`src/logic/aca_pkg.sv`:
```
package aca_pkg;
    // ------------------------------------------------------------
    // register map (byte addresses, one 32-bit word each)
    // ------------------------------------------------------------
    localparam logic [7:0] ACA_CTRL_OFF = 8'h00;
    localparam logic [7:0] ACA_CONV_OFF = 8'h04;
    localparam logic [7:0] ACA_AVG_OFF = 8'h08;
    localparam logic [7:0] ACA_TRIG_OFF = 8'h0c;
    localparam logic [7:0] ACA_STAT_OFF = 8'h10;
    localparam logic [7:0] ACA_RESULT_OFF = 8'h14;
    // ------------------------------------------------------------
    // field positions
    // ------------------------------------------------------------
    localparam int ACA_CTRL_ENABLE_BIT = 0;
    localparam int ACA_CTRL_SWRST_BIT = 1;
    localparam int ACA_CONV_DIFF_BIT = 0;
    localparam int ACA_CONV_FREERUN_BIT = 1;
    localparam int ACA_CONV_STARTEV_BIT = 2;
    localparam int ACA_CONV_RESULT_RESOLUTION_SELECT_LSB = 4;
    localparam int ACA_CONV_SAMPLING_LENGTH_LSB = 8;
    localparam int ACA_AVG_COUNT_LSB = 0;
    localparam int ACA_AVG_ADJ_LSB = 4;
    localparam int ACA_TRIG_START_BIT = 1;
    localparam int ACA_STAT_READY_BIT = 0;
    localparam int ACA_STAT_OVERRUN_BIT = 1;
    localparam int ACA_STAT_BUSY_BIT = 2;
    // ------------------------------------------------------------
    // reset values and sizes
    // ------------------------------------------------------------
    localparam logic [1:0] ACA_RESULT_RESOLUTION_SELECT_RESET = 2'h0;
    localparam logic [5:0] ACA_SAMPLING_LENGTH_RESET = 6'h00;
    localparam logic [3:0] ACA_COUNT_RESET = 4'h0;
    localparam logic [2:0] ACA_ADJ_RESET = 3'h0;
    localparam logic [3:0] ACA_COUNT_MAX_CODE = 4'ha;
    localparam logic [3:0] ACA_SHIFT_FREE_CODE = 4'h4;
    localparam int ACA_ACC_W = 22;
    localparam int ACA_RES_W = 16;
    localparam int ACA_SAMPLE_W = 12;
endpackage

```
`src/logic/aca_top.sv`:
```
// The implementer's own choices: the APB register port and the address map.
module aca_top #(
    parameter int CONV_CYCLES = 7
) (
    // clock and reset
    input wire logic pclk,
    input wire logic presetn,
    // apb slave
    input wire logic psel,
    input wire logic penable,
    input wire logic pwrite,
    input wire logic [7:0] paddr,
    input wire logic [31:0] pwdata,
    output logic [31:0] prdata,
    output logic pready,
    output logic pslverr,
    // conversion clock enable and start event
    input wire logic conv_clk_en,
    input wire logic start_event,
    // analog core side
    input wire logic [11:0] sample_data,
    output logic sample_hold,
    output logic differential_select,
    output logic conv_active,
    output logic result_ready_flag
);
    import aca_pkg::*;

    // ------------------------------------------------------------
    // parameter check
    // ------------------------------------------------------------
    // the phase counter is eight bits wide, so longer conversions cannot be timed
    if (CONV_CYCLES < 1 || CONV_CYCLES > 255) begin : g_bad_conv_cycles
        $error("aca_top: CONV_CYCLES out of range");
    end

    typedef enum logic [1:0] {ACA_IDLE, ACA_SAMPLE, ACA_CONVERT} aca_state_e;

    typedef struct packed {
        // sequencer
        aca_state_e state;
        logic active;
        // configuration written by software
        logic enable;
        logic diff;
        logic freerun;
        logic start_ev_en;
        logic [1:0] result_resolution_select;
        logic [5:0] sampling_length;
        logic [3:0] count_code;
        logic [2:0] adj;
        // start and phase timing
        logic start_pend;
        logic [7:0] phase_cnt;
        // accumulation and result path
        logic [10:0] group_cnt;
        logic [ACA_ACC_W-1:0] acc;
        logic [ACA_RES_W-1:0] result;
        logic ready;
        logic overrun;
        logic hold;
        // bus answer, registered so every bus output leaves a flop
        logic [31:0] rdata;
        logic pready;
        logic pslverr;
    } aca_s;

    aca_s cur_reg, cur_next;

    // ------------------------------------------------------------
    // helpers
    // ------------------------------------------------------------
    // reserved codes fall back to a single sample
    function automatic logic [3:0] aca_eff_code(input logic [3:0] code);
        return (code > ACA_COUNT_MAX_CODE) ? 4'h0 : code;
    endfunction

    function automatic logic [3:0] aca_auto_shift(input logic [3:0] code);
        logic [3:0] c;
        c = aca_eff_code(code);
        return (c > ACA_SHIFT_FREE_CODE) ? 4'(c - ACA_SHIFT_FREE_CODE) : 4'h0;
    endfunction

    function automatic logic [10:0] aca_group_len(input logic [3:0] code);
        return 11'(11'h001 << aca_eff_code(code));
    endfunction

    // total right shift of a finished group: automatic part plus the adjust field
    // reserved codes ignore the adjust field so they stay a plain single sample
    function automatic logic [4:0] aca_total_shift(input logic [3:0] code, input logic [2:0] adj);
        logic [4:0] adj_part;
        adj_part = (code > ACA_COUNT_MAX_CODE) ? 5'h00 : 5'(adj);
        return 5'(aca_auto_shift(code)) + adj_part;
    endfunction

    // ------------------------------------------------------------
    // timing overview
    // ------------------------------------------------------------
    // every conversion step happens on a cycle where conv_clk_en is high;
    // the bus side runs every cycle, so a start written by software or an
    // event is latched here first and only consumed on a later enable.
    // a conversion walks idle -> sample -> convert -> idle:
    //   idle    one enable to accept the start and open the sample switch
    //   sample  sampling length plus one enables with the hold output high
    //   convert CONV_CYCLES enables, the sample word is taken on the last
    // a group of several samples restarts by itself until the sample
    // counter wraps, so one trigger is enough for a whole average.
    // the accumulator is 22 bits, enough for 1024 full-scale samples, so
    // no saturation is needed before the final shift.
    // limitation: the sample word must be stable on the last convert
    // enable; the analog core is expected to hold it until then.

    // ------------------------------------------------------------
    // next state
    // ------------------------------------------------------------
    logic wr_acc;
    logic rd_acc;
    logic setup;
    logic start_req;
    logic last_in_group;
    logic [ACA_ACC_W-1:0] acc_sum;
    logic [ACA_ACC_W-1:0] shifted;
    logic [4:0] total_shift;

    always_comb begin
        cur_next = cur_reg;
        setup = psel && !penable;
        wr_acc = psel && penable && pwrite && cur_reg.pready;
        rd_acc = psel && penable && !pwrite && cur_reg.pready;
        start_req = 1'b0;
        last_in_group = 1'b0;
        acc_sum = '0;
        shifted = '0;
        total_shift = '0;

        // no wait state: answer in the cycle after setup
        cur_next.pready = setup;
        cur_next.pslverr = 1'b0;
        if (setup && !pwrite) begin
            unique case (paddr)
                ACA_CTRL_OFF: cur_next.rdata = {31'h0, cur_reg.enable};
                ACA_CONV_OFF: cur_next.rdata = {18'h0, cur_reg.sampling_length, 2'h0, cur_reg.result_resolution_select,
                                                1'b0, cur_reg.start_ev_en, cur_reg.freerun, cur_reg.diff};
                ACA_AVG_OFF: cur_next.rdata = {25'h0, cur_reg.adj, cur_reg.count_code};
                ACA_TRIG_OFF: cur_next.rdata = 32'h0;
                ACA_STAT_OFF: cur_next.rdata = {29'h0, (cur_reg.state != ACA_IDLE),
                                                cur_reg.overrun, cur_reg.ready};
                ACA_RESULT_OFF: cur_next.rdata = {16'h0, cur_reg.result};
                default: begin
                    cur_next.rdata = 32'h0;
                    cur_next.pslverr = 1'b1;
                end
            endcase
        end else if (setup) begin
            cur_next.rdata = 32'h0;
            unique case (paddr)
                ACA_CTRL_OFF, ACA_CONV_OFF, ACA_AVG_OFF, ACA_TRIG_OFF, ACA_STAT_OFF, ACA_RESULT_OFF: ;
                default: cur_next.pslverr = 1'b1;
            endcase
        end

        // reading the result acknowledges it
        if (rd_acc && paddr == ACA_RESULT_OFF) begin
            cur_next.ready = 1'b0;
        end

        // register writes
        if (wr_acc) begin
            unique case (paddr)
                ACA_CTRL_OFF: cur_next.enable = pwdata[ACA_CTRL_ENABLE_BIT];
                ACA_CONV_OFF: begin
                    cur_next.diff = pwdata[ACA_CONV_DIFF_BIT];
                    cur_next.freerun = pwdata[ACA_CONV_FREERUN_BIT];
                    cur_next.start_ev_en = pwdata[ACA_CONV_STARTEV_BIT];
                    cur_next.result_resolution_select = pwdata[ACA_CONV_RESULT_RESOLUTION_SELECT_LSB +: 2];
                    cur_next.sampling_length = pwdata[ACA_CONV_SAMPLING_LENGTH_LSB +: 6];
                end
                ACA_AVG_OFF: begin
                    cur_next.count_code = pwdata[ACA_AVG_COUNT_LSB +: 4];
                    cur_next.adj = pwdata[ACA_AVG_ADJ_LSB +: 3];
                end
                ACA_TRIG_OFF: begin
                    if (pwdata[ACA_TRIG_START_BIT] && cur_reg.enable) begin
                        cur_next.start_pend = 1'b1;
                    end
                end
                ACA_STAT_OFF: begin
                    // write one to clear
                    if (pwdata[ACA_STAT_READY_BIT]) begin
                        cur_next.ready = 1'b0;
                    end
                    if (pwdata[ACA_STAT_OVERRUN_BIT]) begin
                        cur_next.overrun = 1'b0;
                    end
                end
                default: ;
            endcase
        end

        // start event latched on the bus clock, used on a later conversion edge
        if (start_event && cur_reg.start_ev_en && cur_reg.enable) begin
            cur_next.start_pend = 1'b1;
        end
        // a group in progress keeps converting without a new trigger until complete
        start_req = cur_reg.start_pend || cur_reg.freerun || (cur_reg.group_cnt != 11'h000);

        // conversion sequencer on the conversion-clock enable
        if (conv_clk_en) begin
            unique case (cur_reg.state)
                ACA_IDLE: begin
                    if (cur_reg.enable && start_req) begin
                        cur_next.start_pend = 1'b0;
                        cur_next.state = ACA_SAMPLE;
                        cur_next.hold = 1'b1;
                        cur_next.phase_cnt = 8'(cur_reg.sampling_length);
                    end
                end
                ACA_SAMPLE: begin
                    if (cur_reg.phase_cnt == 8'h00) begin
                        cur_next.hold = 1'b0;
                        cur_next.state = ACA_CONVERT;
                        cur_next.phase_cnt = 8'(CONV_CYCLES - 1);
                    end else begin
                        cur_next.phase_cnt = 8'(cur_reg.phase_cnt - 8'h01);
                    end
                end
                ACA_CONVERT: begin
                    if (cur_reg.phase_cnt != 8'h00) begin
                        cur_next.phase_cnt = 8'(cur_reg.phase_cnt - 8'h01);
                    end else begin
                        acc_sum = cur_reg.acc + ACA_ACC_W'(sample_data);
                        last_in_group = (11'(cur_reg.group_cnt + 11'h001) == aca_group_len(cur_reg.count_code));
                        if (last_in_group) begin
                            // one shift of the full sum keeps the rounding of both parts alike
                            total_shift = aca_total_shift(cur_reg.count_code, cur_reg.adj);
                            shifted = acc_sum >> total_shift;
                            cur_next.result = shifted[ACA_RES_W-1:0];
                            if (cur_reg.ready) begin
                                cur_next.overrun = 1'b1;
                            end
                            cur_next.ready = 1'b1;
                            cur_next.acc = '0;
                            cur_next.group_cnt = '0;
                        end else begin
                            cur_next.acc = acc_sum;
                            cur_next.group_cnt = 11'(cur_reg.group_cnt + 11'h001);
                        end
                        cur_next.state = ACA_IDLE;
                    end
                end
                default: cur_next.state = ACA_IDLE;
            endcase
        end

        // disable aborts the sequence and empties the accumulator
        if (!cur_next.enable) begin
            cur_next.state = ACA_IDLE;
            cur_next.hold = 1'b0;
            cur_next.start_pend = 1'b0;
            cur_next.acc = '0;
            cur_next.group_cnt = '0;
        end

        // software reset returns every register to its reset value
        if (wr_acc && paddr == ACA_CTRL_OFF && pwdata[ACA_CTRL_SWRST_BIT]) begin
            cur_next = '0;
            cur_next.state = ACA_IDLE;
            cur_next.result_resolution_select = ACA_RESULT_RESOLUTION_SELECT_RESET;
            cur_next.sampling_length = ACA_SAMPLING_LENGTH_RESET;
            cur_next.count_code = ACA_COUNT_RESET;
            cur_next.adj = ACA_ADJ_RESET;
            cur_next.pready = 1'b0;
        end

        // busy flag is registered so conv_active comes straight from a flop
        cur_next.active = (cur_next.state != ACA_IDLE);
    end

    // ------------------------------------------------------------
    // state register
    // ------------------------------------------------------------
    always_ff @(posedge pclk or negedge presetn) begin
        if (!presetn) begin
            cur_reg <= '0;
        end else begin
            cur_reg <= cur_next;
        end
    end

    // outputs straight from flops
    assign prdata = cur_reg.rdata;
    assign pready = cur_reg.pready;
    assign pslverr = cur_reg.pslverr;
    assign sample_hold = cur_reg.hold;
    assign differential_select = cur_reg.diff;
    assign conv_active = cur_reg.active;
    assign result_ready_flag = cur_reg.ready;
endmodule

```
`config.mk`:
```
export PLATFORM = sky130hd
export DESIGN_NAME = aca_top
export DESIGN_NICKNAME = d
export VERILOG_FILES = /design/src/logic/aca_pkg.sv /design/src/logic/aca_top.sv
export SDC_FILE = /design/constraint.sdc
export NUM_CORES = 1
export LEC_CHECK = 0
export BUFFER_PORTS_ARGS = -buffer_cell sky130_fd_sc_hd__buf_2
export CORE_ASPECT_RATIO = 1.5
export CORE_UTILIZATION = 55
export DETAILED_ROUTE_END_ITERATION = 8
export GPL_ROUTABILITY_DRIVEN = 0
export PLACE_DENSITY = 0.83
export SLEW_MARGIN = 5
export SYNTH_ARGS = -nofsm -noshare
export SYNTH_HDL_FRONTEND = slang
export SYNTH_SLANG_ARGS = --single-unit
export TNS_END_PERCENT = 5
```
`constraint.sdc`:
```
create_clock -name pclk -period 7.5 [get_ports pclk]
set_clock_uncertainty 0.1 [all_clocks]
set_input_delay 0.75 -clock pclk [delete_from_list [all_inputs] [get_ports pclk]]
set_output_delay 0.75 -clock pclk [all_outputs]
set_load 0.01 [all_outputs]
```
Word-level counts from Yosys, hierarchy flattened
Cells that the tools add are included.

Bits in registers: 117. Bits of input ports: 59. Output and inout port bits: 38. Word-level logic and storage cells: 132.

Add/sub/neg operators: 5. $lt $le $gt $ge: 2. Eq/ne operators: 17. Shift-type cells: 2. Muxes and demuxes: 45. Reduce and logical (&&, ||, !) cells: 40.

Operators with widths (count): 2-to-1 mux 117 bit (1); 2-to-1 mux 51 bit (2); one-hot mux 16 bit (5 select lines) (1); 2-to-1 mux 33 bit (2); 2-to-1 mux 32 bit (2); 2-to-1 mux 61 bit (1); one-hot mux 8 bit (3 select lines) (1); adder 22 x 12 -> 22 bit (1); >> shifter 22 x 5 -> 16 bit (1); 2-to-1 mux 20 bit (1); 2-to-1 mux 18 bit (1); == test 8 x 4 -> 1 bit (second input constant) (2); == test 8 x 5 -> 1 bit (second input constant) (2); zero test 8 bit (2); 2-to-1 mux 1 bit (16); 2-to-1 mux 8 bit (2); nonzero test 2 bit (8); logical AND 1 bit (14); 2-to-1 mux 2 bit (7); AND reduction 4 bit (3); adder 11 x 1 -> 11 bit (second input constant) (1); == test 11 bit (1); 2-to-1 mux 11 bit (1); nonzero test 11 bit (1); other kinds (30) (37).

Logic depth before layout (Yosys ltp)
Gate-level depths: netlist of run 1.

Depth in word-level cells: 16. Gate-level depth with buffers: 18.

Worst setup path before layout of run 1
No wires, ideal clock.

Kind: reg2reg. Start point: register cur_reg[100] in the netlist's numbering. End point: register cur_reg[37] in the netlist's numbering. Setup time: 0.083 ns. Data arrival time: 3.442 ns. Required time: 7.317 ns. Path slack: 3.876 ns. Stages on the path, launching flop included: 16. Cell sequence: dfrtp_1 buf_6 nor2_1 nand2_1 ha_1 a21oi_1 nor3_1 ha_1 fa_1 clkbuf_1 clkbuf_1 o21ai_0 mux4_2 nor2_1 a21oi_1 o21ai_0.

Longest elaborated chain between the ends: 11. Elaborated cells between the ends (all ways): 17. Classes of those cells: add/sub: 2; order compare: 2; eq/ne: 1; shift: 2; mux: 8; reduce/logical: 2.

RTL lines: start: declaration (RTL line aca_top.sv:68) `aca_s cur_reg, cur_next;`; start signal: assignment (RTL line aca_top.sv:286) `cur_reg <= cur_next;`; > comparator 4 bit (RTL line aca_top.sv:75, aca_top.sv:92); 2-to-1 mux 4 bit (RTL line aca_top.sv:75) `return (code > ACA_COUNT_MAX_CODE) ? 4'h0 : code;`; subtractor 4 x 3 -> 4 bit or > comparator 4 x 3 -> 1 bit (tied branches) (RTL line aca_top.sv:81) `return (c > ACA_SHIFT_FREE_CODE) ? 4'(c - ACA_SHIFT_FREE_CODE) : 4'h0;`; 2-to-1 mux 4 bit (RTL line aca_top.sv:81); adder 4 x 3 -> 5 bit (RTL line aca_top.sv:93) `return 5'(aca_auto_shift(code)) + adj_part;`; >> shifter 22 x 5 -> 16 bit (RTL line aca_top.sv:236) `shifted = acc_sum >> total_shift;`; 2-to-1 mux 18 bit (RTL line aca_top.sv:233) `if (last_in_group) begin`; 2-to-1 mux 51 bit (RTL line aca_top.sv:228) `if (cur_reg.phase_cnt != 8'h00) begin`; 2-to-1 mux 51 bit (RTL line aca_top.sv:209) `unique case (cur_reg.state)`; 2-to-1 mux 61 bit (RTL line aca_top.sv:208) `if (conv_clk_en) begin`; 2-to-1 mux 117 bit (RTL line aca_top.sv:265) `if (wr_acc && paddr == ACA_CTRL_OFF && pwdata[ACA_CTRL_SWRST_BIT]) begin`.

Parallel ways exist; a longest one is shown, timed or not. The select of a mux whose other input is x is not followed. A chain may end at the register's enable or synchronous reset.

Worst setup path in the final report of run 1
Start point: register cur_reg[101] in the netlist's numbering. End point: register cur_reg[46] in the netlist's numbering.

The elaborated chain is that of the path after synthesis.

==> summary.json, run 1 <==
{
  "run_status": "finished, final reports clean",
  "hold_path.class": "in -> async",
  "route.detailed.drc": 0,
  "cap_viol_max_count": 0,
  "finalCriticalPeriod_ns": 5.32,
  "cts_num_sinks": 101,
  "cts.clk_slew.worst_paths_ns": 0.08,
  "power_leakage_nw": 3.57,
  "postCtsSetupRepairBufs": 0,
  "share_clk_of_total_power": 0.428,
  "power_frac_comb": 0.071,
  "timing.max_slew.rel_slack": 0.217,
  "post_cts_hold_buffer_count": 0,
  "port_buffers": 61,
  "core_area_um2": 14100,
  "finalInstanceArea_um2": 8450,
  "number_of_distinct_library_cells_after_synthesis": 91,
  "final_common_cell": "nand2_1",
  "cts_max_level": 3,
  "layout.core_utilization": 0.599,
  "root_buffer": "clkbuf_16",
  "synth_area_leaders": "dfrtp_1 31%, o21ai_0 6.4%, nand2_1 6.2%",
  "timing_hold_violations_final": 0,
  "netlist_area_pre_place_um2": 8030,
  "placed_cells": 1181,
  "clock_insertion_delay_at_the_later_pin_of_the_skew_report_ns": 0.36,
  "tritoncts.num_buffers": 9,
  "yosys.area.top_type_share": 0.315,
  "cts_repair_resize_count": 0,
  "design.portCount": 97,
  "drt.antenna.violating_nets": 0,
  "largest_register_ff_count": 79,
  "synth_edf_count": 0,
  "power.density_cell_area_nw_per_um2": 129,
  "layout_common_cells": "132 x nand2_1, 102 x o21ai_0, 101 x dfrtp_1",
  "yosysSeqAreaShare": 0.315,
  "fin_setup_tns_ns": 0,
  "num_rows": 53,
  "design.final.nets": 1084,
  "synth-async-reset-ratio": 1.00,
  "initial_core_utilization": 0.568,
  "vdd_ir_drop_max_mv": 0.100,
  "timing.critical_path.fanout_max": 24,
  "final_layout_size_suffix_gt1_frac": 0.114,
  "num-fill-cells": 1274,
  "place_hpwl_um": 15600,
  "min_period_over_period": 0.710,
  "postLayoutSetupSlackWorst_ns": 2.18,
  "syn_area_per_cell_um2": 8.04,
  "switching_component_of_the_power_mw": 0.287,
  "drt-vias-per-instance": 6.44,
  "synth_area_leader_cell": "dfrtp_1",
  "switching_share": 0.263,
  "detailroute.via_count": 7707,
  "worstSetupEndpointType": "register",
  "synth_flop_cell": "dfrtp_1",
  "ys_seq_elements": 101,
  "grt_max_degree": 63,
  "sequentialPowerShare": 0.501,
  "max-clock-path-buffers": 2,
  "synth.yosys.warnings": 0,
  "drt_iter0_markers": 708,
  "num_antenna_cells": 0,
  "area_growth_syn_to_layout_pct": 5.33,
  "grt_setup_unrepaired": "no",
  "first_global_vias": 7099,
  "synthCells": 998,
  "p_int_mw": 0.803,
  "aggregate_routed_wire_length_um": 21300,
  "antenna_violations_before_repair": 0,
  "post_route_hold_slack_ns": 0.286,
  "postPlaceCellArea_um2": 8170,
  "clock.fmax_ghz": 0.188,
  "grt_remaining_overflow": 0,
  "pre_cts_slack_ns": 2.31,
  "final-instance-count-excl-fill": 1197,
  "global_route_usage_over_all_layers": 0.288,
  "finalMaxSlewViolations": 0,
  "avgRoutedWirePerCell_um": 17.8,
  "wire_length_of_the_first_global_routing_pass_um": 34600,
  "finalPower_mw": 1.09,
  "crit_arrival_ns": 5.50,
  "critPathRequiredTime_ns": 7.67,
  "worst_pin_slew_ns": 1.15,
  "cts_tree": "yes",
  "worst-setup-path-type": "reg -> reg",
  "die-width_um": 101,
  "start_kind": "register",
  "drt-pass1-iter-count": 6,
  "fp.dieH_um": 150,
  "design.die.area_um2": 15100,
  "setup_violating_endpoint_count_in_the_final_report": 0
}
==> power by group through the flow <==
| stage | sequential [mW] | combinational, mW | clock [mW] |
|---|---|---|---|
| 6_report | 0.546 | 0.0775 | 0.467 |
| 5_1_grt | 0.546 | 0.0851 | 0.493 |
| 4_1_cts | 0.546 | 0.0762 | 0.472 |
| 3_5_place_dp | 0.557 | 0.0758 | 0 |
| 3_3_place_gp | 0.557 | 0.0752 | 0 |
| 2_1_floorplan | 0.557 | 0.0473 | 0 |
==> synthesized netlist by cell type (all sizes together) (4+ instances only) <==
library cell / instances
a21boi: 4
nand2: 133
a31oi: 6
o211ai: 11
mux2i: 14
or3: 7
o31ai: 20
a21oi: 65
mux4: 4
inv: 24
nand4: 20
buf: 43
a22o: 10
and2: 14
or4: 9
xor2: 12
ha: 23
nand2b: 8
o22ai: 8
a2111oi: 5
a211oi: 11
dfrtp: 101
and3: 11
o21ai: 104
xnor2: 24
a32oi: 5
nand3: 38
nor4: 5
clkbuf: 50
a221o: 6
mux2: 5
and4: 6
a22oi: 17
nor2b: 8
nor2: 77
nor3: 29
==> path summary, 6_finish.rpt <==
kind                              startpoint           to  slack [ns]  cells past startpoint
worst max-delay path            cur_reg[101]  cur_reg[46]        2.18                     16
worst min-delay path                 presetn  conv_active        0.29                      1
worst max register to register  cur_reg[101]  cur_reg[46]        2.18                     16
worst min register to register    prdata[10]   prdata[10]        0.38                      2
max in group asynchronous            presetn  cur_reg[41]        5.83                      2
min in group pclk                 prdata[10]   prdata[10]        0.38                      2
==> layer usage <==
metal	wire [um]	part of all wire	track usage	vias to the layer above
met4	999	0.047	0.144	0
met1	8590	0.40	0.358	3631
li1	-	-	-	3646
met3	1340	0.063	0.0392	77
met2	10300	0.49	0.486	353
met5	0	0	0	-
==> critical path, cell delays in order, from the launching register on <==
cell,delay (ns)
dfrtp_1,0.64
inv_1,0.22
nor2_1,0.25
nand2_1,0.08
ha_1,0.22
a21oi_1,0.20
nor3_1,0.07
ha_1,0.22
fa_1,1.13
inv_1,0.59
and3_1,0.36
mux2_2,0.26
a211oi_1,0.17
o211ai_1,0.19
o22ai_1,0.30
nor2_1,0.06
o21ai_0,0.17
==> cell families after synthesis <==
kind of cell / count (synthesis) / synth area share
other: 1 / 0.000467
AND/OR/NAND/NOR: 379 / 0.237
XOR/XNOR: 36 / 0.0393
flip-flops: 101 / 0.315
AO/OA/AOI/OAI: 316 / 0.255
adder cells (fa/ha/maj): 25 / 0.0408
buffers and inverters: 117 / 0.0770
multiplexers: 23 / 0.0357
==> area by class of cell <==
type	instances	area, um2	area share
multi-input combinational	795	4940	0.584
sequential	101	2530	0.299
timing repair buffer	69	368	0.0435
tap	192	240	0.0284
clock buffer	9	225	0.0266
inverter	24	90.1	0.0107
clock inverter	7	63.8	0.00755
Power figures use the tool's default switching activity.
==> inputs of run 2 (changes only) <==
Settings changed: CORE_UTILIZATION 55 to 54, PLACE_DENSITY 0.83 to 0.85.
Clock period 7.5 ns to 4.8 ns, I/O delays scaled along.
==> run 2 against run 1 <==
Cell count rose by 1.3%. Final area rose by 1.1%. Die area rose by 1.8%. First-iteration DRC count rose by 43%. Hold slack got worse by 0.21 ns. Critical path depth did not move.
==> summary.json, run 2 (synthesis gave the netlist of run 1 again) <==
{
  "design.die.area_um2": 15400,
  "clock.fmax_ghz": 0.242,
  "num_antenna_cells": 0,
  "antenna_violations_before_repair": 0,
  "core_area_um2": 14500,
  "power.density_cell_area_nw_per_um2": 200,
  "finalCriticalPeriod_ns": 4.13,
  "crit_arrival_ns": 4.31,
  "postCtsSetupRepairBufs": 0,
  "avgRoutedWirePerCell_um": 18.1,
  "run_status": "finished, final reports clean",
  "port_buffers": 61,
  "design.portCount": 97,
  "cap_viol_max_count": 0,
  "setup_violating_endpoint_count_in_the_final_report": 0,
  "layout_common_cells": "132 x nand2_1, 102 x o21ai_0, 101 x dfrtp_1",
  "drt.antenna.violating_nets": 0,
  "first_global_vias": 7235,
  "critPathRequiredTime_ns": 4.98,
  "cts_max_level": 3,
  "tritoncts.num_buffers": 9,
  "aggregate_routed_wire_length_um": 21900,
  "timing.critical_path.fanout_max": 18,
  "largest_register_ff_count": 79,
  "num-fill-cells": 1310,
  "placed_cells": 1196,
  "timing.max_slew.rel_slack": 0.268,
  "grt_remaining_overflow": 0,
  "area_growth_syn_to_layout_pct": 6.44,
  "final_layout_size_suffix_gt1_frac": 0.123,
  "cts.clk_slew.worst_paths_ns": 0.08,
  "detailroute.via_count": 7817,
  "final_common_cell": "nand2_1",
  "min_period_over_period": 0.861,
  "num_rows": 54,
  "clock_insertion_delay_at_the_later_pin_of_the_skew_report_ns": 0.36,
  "cts_repair_resize_count": 0,
  "design.final.nets": 1095,
  "fin_setup_tns_ns": 0,
  "grt_max_degree": 54,
  "timing_hold_violations_final": 0,
  "place_hpwl_um": 16100,
  "post_cts_hold_buffer_count": 0,
  "worst-setup-path-type": "reg -> reg",
  "cts_num_sinks": 101,
  "hold_path.class": "in -> async",
  "global_route_usage_over_all_layers": 0.296,
  "drt_iter0_markers": 1009,
  "route.detailed.drc": 0,
  "worst_pin_slew_ns": 1.09,
  "root_buffer": "clkbuf_16",
  "max-clock-path-buffers": 2,
  "grt_setup_unrepaired": "no",
  "start_kind": "register",
  "drt-pass1-iter-count": 7,
  "power_leakage_nw": 3.63,
  "cts_tree": "yes",
  "post_route_hold_slack_ns": 0.0716,
  "finalMaxSlewViolations": 0,
  "die-width_um": 102,
  "drt-vias-per-instance": 6.45,
  "fp.dieH_um": 151,
  "initial_core_utilization": 0.553,
  "final-instance-count-excl-fill": 1212,
  "wire_length_of_the_first_global_routing_pass_um": 35800,
  "vdd_ir_drop_max_mv": 0.142,
  "worstSetupEndpointType": "register"
}
==> run 2: changes by cell type in the layout (fill, tap and decap cells not counted), sizes merged <==
cell	before	now
buf	69	80
clkinv	1	3
clkinvlp	2	1
inv	28	27
==> run 2: power breakdown <==
group | internal (mW) | switching [mW]
registers | 0.852 | 0.00135
clock network | 0.365 | 0.371
logic | 0.0399 | 0.0821
==> run 2: worst max-delay path, cell delays in order (launching register included) <==
cell	delay, ns
dfrtp_1	0.61
nand2_1	0.19
nand2_1	0.12
ha_1	0.20
a21oi_1	0.07
nor3_1	0.19
ha_1	0.22
fa_1	0.44
inv_1	0.44
nor2_1	0.20
nand4_1	0.14
o311ai_0	0.15
a211oi_1	0.37
nand3_1	0.12
o22ai_1	0.25
nor2_1	0.06
o21ai_0	0.18
==> run 2: per-stage QoR <==
stage               setup slack [ns]   util  cell area (um2)  power, mW
global placement               0.912  0.568             8250      0.988
global route                   0.355  0.588             8540       1.76
floorplan                       1.18      -             8080      0.944
finish                         0.665  0.588             8540       1.71
CTS                            0.769  0.588             8540       1.71
detailed placement             0.809  0.568             8250      0.989
==> run 2: final timing paths <==
kind	depth (start not counted)	slack (ns)	from	end
max	16	0.67	cur_reg[99]	cur_reg[46]
min	1	0.07	presetn	cur_reg[72]
max reg2reg	16	0.67	cur_reg[99]	cur_reg[46]
min reg2reg	2	0.38	prdata[5]	prdata[5]
max in group asynchronous	2	3.40	presetn	cur_reg[116]
min in group pclk	3	0.27	pwdata[8]	cur_reg[102]
==> run 2: layout make-up <==
class                           count  area, um2  area share
Multi-Input combinational cell    795       4940       0.578
Sequential cell                   101       2530       0.296
Timing Repair Buffer               80        450      0.0527
Tap cell                          196        245      0.0287
Clock buffer                        9        225      0.0264
Inverter                           24       90.1      0.0105
Clock inverter                      7       67.6     0.00791
==> run 2: metal layers <==
metal  part of all wire  global-route usage  wire, um  vias to the layer above
met5                  0                   0         0                        -
li1                   -                   -         -                     3662
met2               0.49               0.507     10800                      444
met4              0.046               0.157      1000                        0
met1               0.39               0.353      8650                     3641
met3              0.068              0.0448      1480                       70
==> inputs of run 3 (changes only) <==
Settings changed: REMOVE_ABC_BUFFERS set to 1.
==> run 3 against run 2 <==
Non-clock buffer count up 1. Die area unchanged. Sequential share of layout area down 0.091 points. Global-route usage up 0.46 points. First-iteration DRC count down 22%. Core utilization up 0.18 points. Largest cell class unchanged.
==> summary.json, run 3 (synthesis gave the netlist of run 1 again) <==
{
  "design.final.nets": 1096,
  "timing.reg2reg.setup_slack_ns": 0.58,
  "timing.max_slew.rel_slack": 0.269,
  "final-instance-count-excl-fill": 1213,
  "cts_tree": "yes",
  "postCtsSetupRepairBufs": 0,
  "wire_length_of_the_first_global_routing_pass_um": 36500,
  "placed_cells": 1197,
  "start_kind": "register",
  "detailroute.via_count": 7931,
  "first_global_vias": 7510,
  "core_area_um2": 14500,
  "worst-setup-path-type": "reg -> reg",
  "cts_repair_resize_count": 0,
  "place_hpwl_um": 16700,
  "clock_insertion_delay_at_the_later_pin_of_the_skew_report_ns": 0.36,
  "antenna_violations_before_repair": 0,
  "finalMaxSlewViolations": 0,
  "die-width_um": 102,
  "num-fill-cells": 1279,
  "tritoncts.num_buffers": 9,
  "timing.critical_path.fanout_max": 23,
  "fin_setup_tns_ns": 0,
  "clock.fmax_ghz": 0.237,
  "design.portCount": 97,
  "cap_viol_max_count": 0,
  "final_common_cell": "nand2_1",
  "vdd_ir_drop_max_mv": 0.167,
  "critPathRequiredTime_ns": 4.98,
  "hold_path.class": "in -> async",
  "grt_remaining_overflow": 0,
  "finalCriticalPeriod_ns": 4.22,
  "final_layout_size_suffix_gt1_frac": 0.124,
  "port_buffers": 61,
  "worstSetupEndpointType": "register",
  "post_cts_hold_buffer_count": 0,
  "fp.dieH_um": 151,
  "area_growth_syn_to_layout_pct": 6.77,
  "timing.rr.start": "cur_reg[100]",
  "grt_max_degree": 71,
  "drt_iter0_markers": 785,
  "aggregate_routed_wire_length_um": 22600,
  "worst_pin_slew_ns": 1.07,
  "largest_register_ff_count": 79,
  "max-clock-path-buffers": 2,
  "layout_common_cells": "132 x nand2_1, 102 x o21ai_0, 101 x dfrtp_1",
  "initial_core_utilization": 0.553,
  "cts_num_sinks": 101,
  "design.die.area_um2": 15400,
  "crit_arrival_ns": 4.40,
  "cts_max_level": 3,
  "setup_violating_endpoint_count_in_the_final_report": 0,
  "power.density_cell_area_nw_per_um2": 202,
  "drt.antenna.violating_nets": 0,
  "power_leakage_nw": 3.65,
  "drt-vias-per-instance": 6.54,
  "drt-pass1-iter-count": 6,
  "num_antenna_cells": 0,
  "cells_on_worst_reg2reg_path": 14,
  "root_buffer": "clkbuf_16",
  "route.detailed.drc": 0,
  "min_period_over_period": 0.879,
  "cts.clk_slew.worst_paths_ns": 0.08,
  "num_rows": 54,
  "run_status": "finished, final reports clean",
  "global_route_usage_over_all_layers": 0.301,
  "grt_setup_unrepaired": "no",
  "rr_endpoint": "cur_reg[45]",
  "avgRoutedWirePerCell_um": 18.7,
  "cp-startpoint": "cur_reg[100]",
  "timing_hold_violations_final": 0
}
==> run 3: changes by cell type in the layout (fill, tap and decap cells not counted) <==
cell        before  now
buf_4           20   21
clkinv_4         2    1
clkinv_8         1    2
clkinvlp_4       1    0
inv_12           0    1
inv_6            3    2
inv_8            0    1
==> run 3: cell type report <==
| cell class | count | area, um2 | share of cell area |
|---|---|---|---|
| clock buffers | 9 | 225 | 0.0263 |
| clock inverters | 7 | 86.3 | 0.0101 |
| inverters | 24 | 90.1 | 0.0105 |
| multi-input cells | 795 | 4940 | 0.576 |
| flip-flops and latches | 101 | 2530 | 0.295 |
| well taps | 196 | 245 | 0.0286 |
| repair buffers | 81 | 458 | 0.0534 |
==> run 3: how the worst max path moves through the flow <==
stage | end | slack, ns | cells after the start
floorplan | cur_reg[44] | 0.47 | 15
global placement | cur_reg[41] | 0.77 | 11
detailed placement | cur_reg[44] | 0.74 | 12
CTS | cur_reg[45] | 0.71 | 14
global route | cur_reg[45] | 0.32 | 14
finish | cur_reg[45] | 0.58 | 14
==> run 3: metrics by stage <==
step                instance area [um2]  hold WS [ns]  total power [mW]  setup slack [ns]   util
finish                             8570         0.113              1.73             0.581  0.590
detailed placement                 8260         0.369             0.989             0.740  0.568
floorplan                          7550        0.0844             0.930             0.469      -
global placement                   8260         0.361             0.987             0.769  0.568
CTS                                8570         0.168              1.74             0.710  0.590
global route                       8570         0.189              1.78             0.315  0.590
==> run 3: critical path: stages (launching register included) <==
cell and delay (ns):
dfrtp_1 0.55, nor2_1 0.31, nand2_1 0.10, ha_1 0.23, a21oi_1 0.17, nor3_1 0.07, ha_1 0.21, fa_1 0.53
buf_4 0.30, a21o_1 0.16, a21oi_1 0.03, a2111oi_0 0.77, a2bb2oi_1 0.34, mux2i_1 0.11, o21ai_0 0.16
==> run 3: per-layer routing <==
layer | track usage | up-vias | wire length [um]
met4 | 0.191 | 0 | 1300
met1 | 0.333 | 3725 | 8240
li1 | - | 3669 | -
met2 | 0.530 | 438 | 11600
met3 | 0.0461 | 99 | 1530
met5 | 0 | - | 0
==> run 3: power by group <==
part	leakage (nW)	switching (mW)	internal [mW]	total, mW
registers	1.41	0.00153	0.851	0.853
clock network	0.151	0.382	0.377	0.759
logic	2.09	0.0816	0.0400	0.122
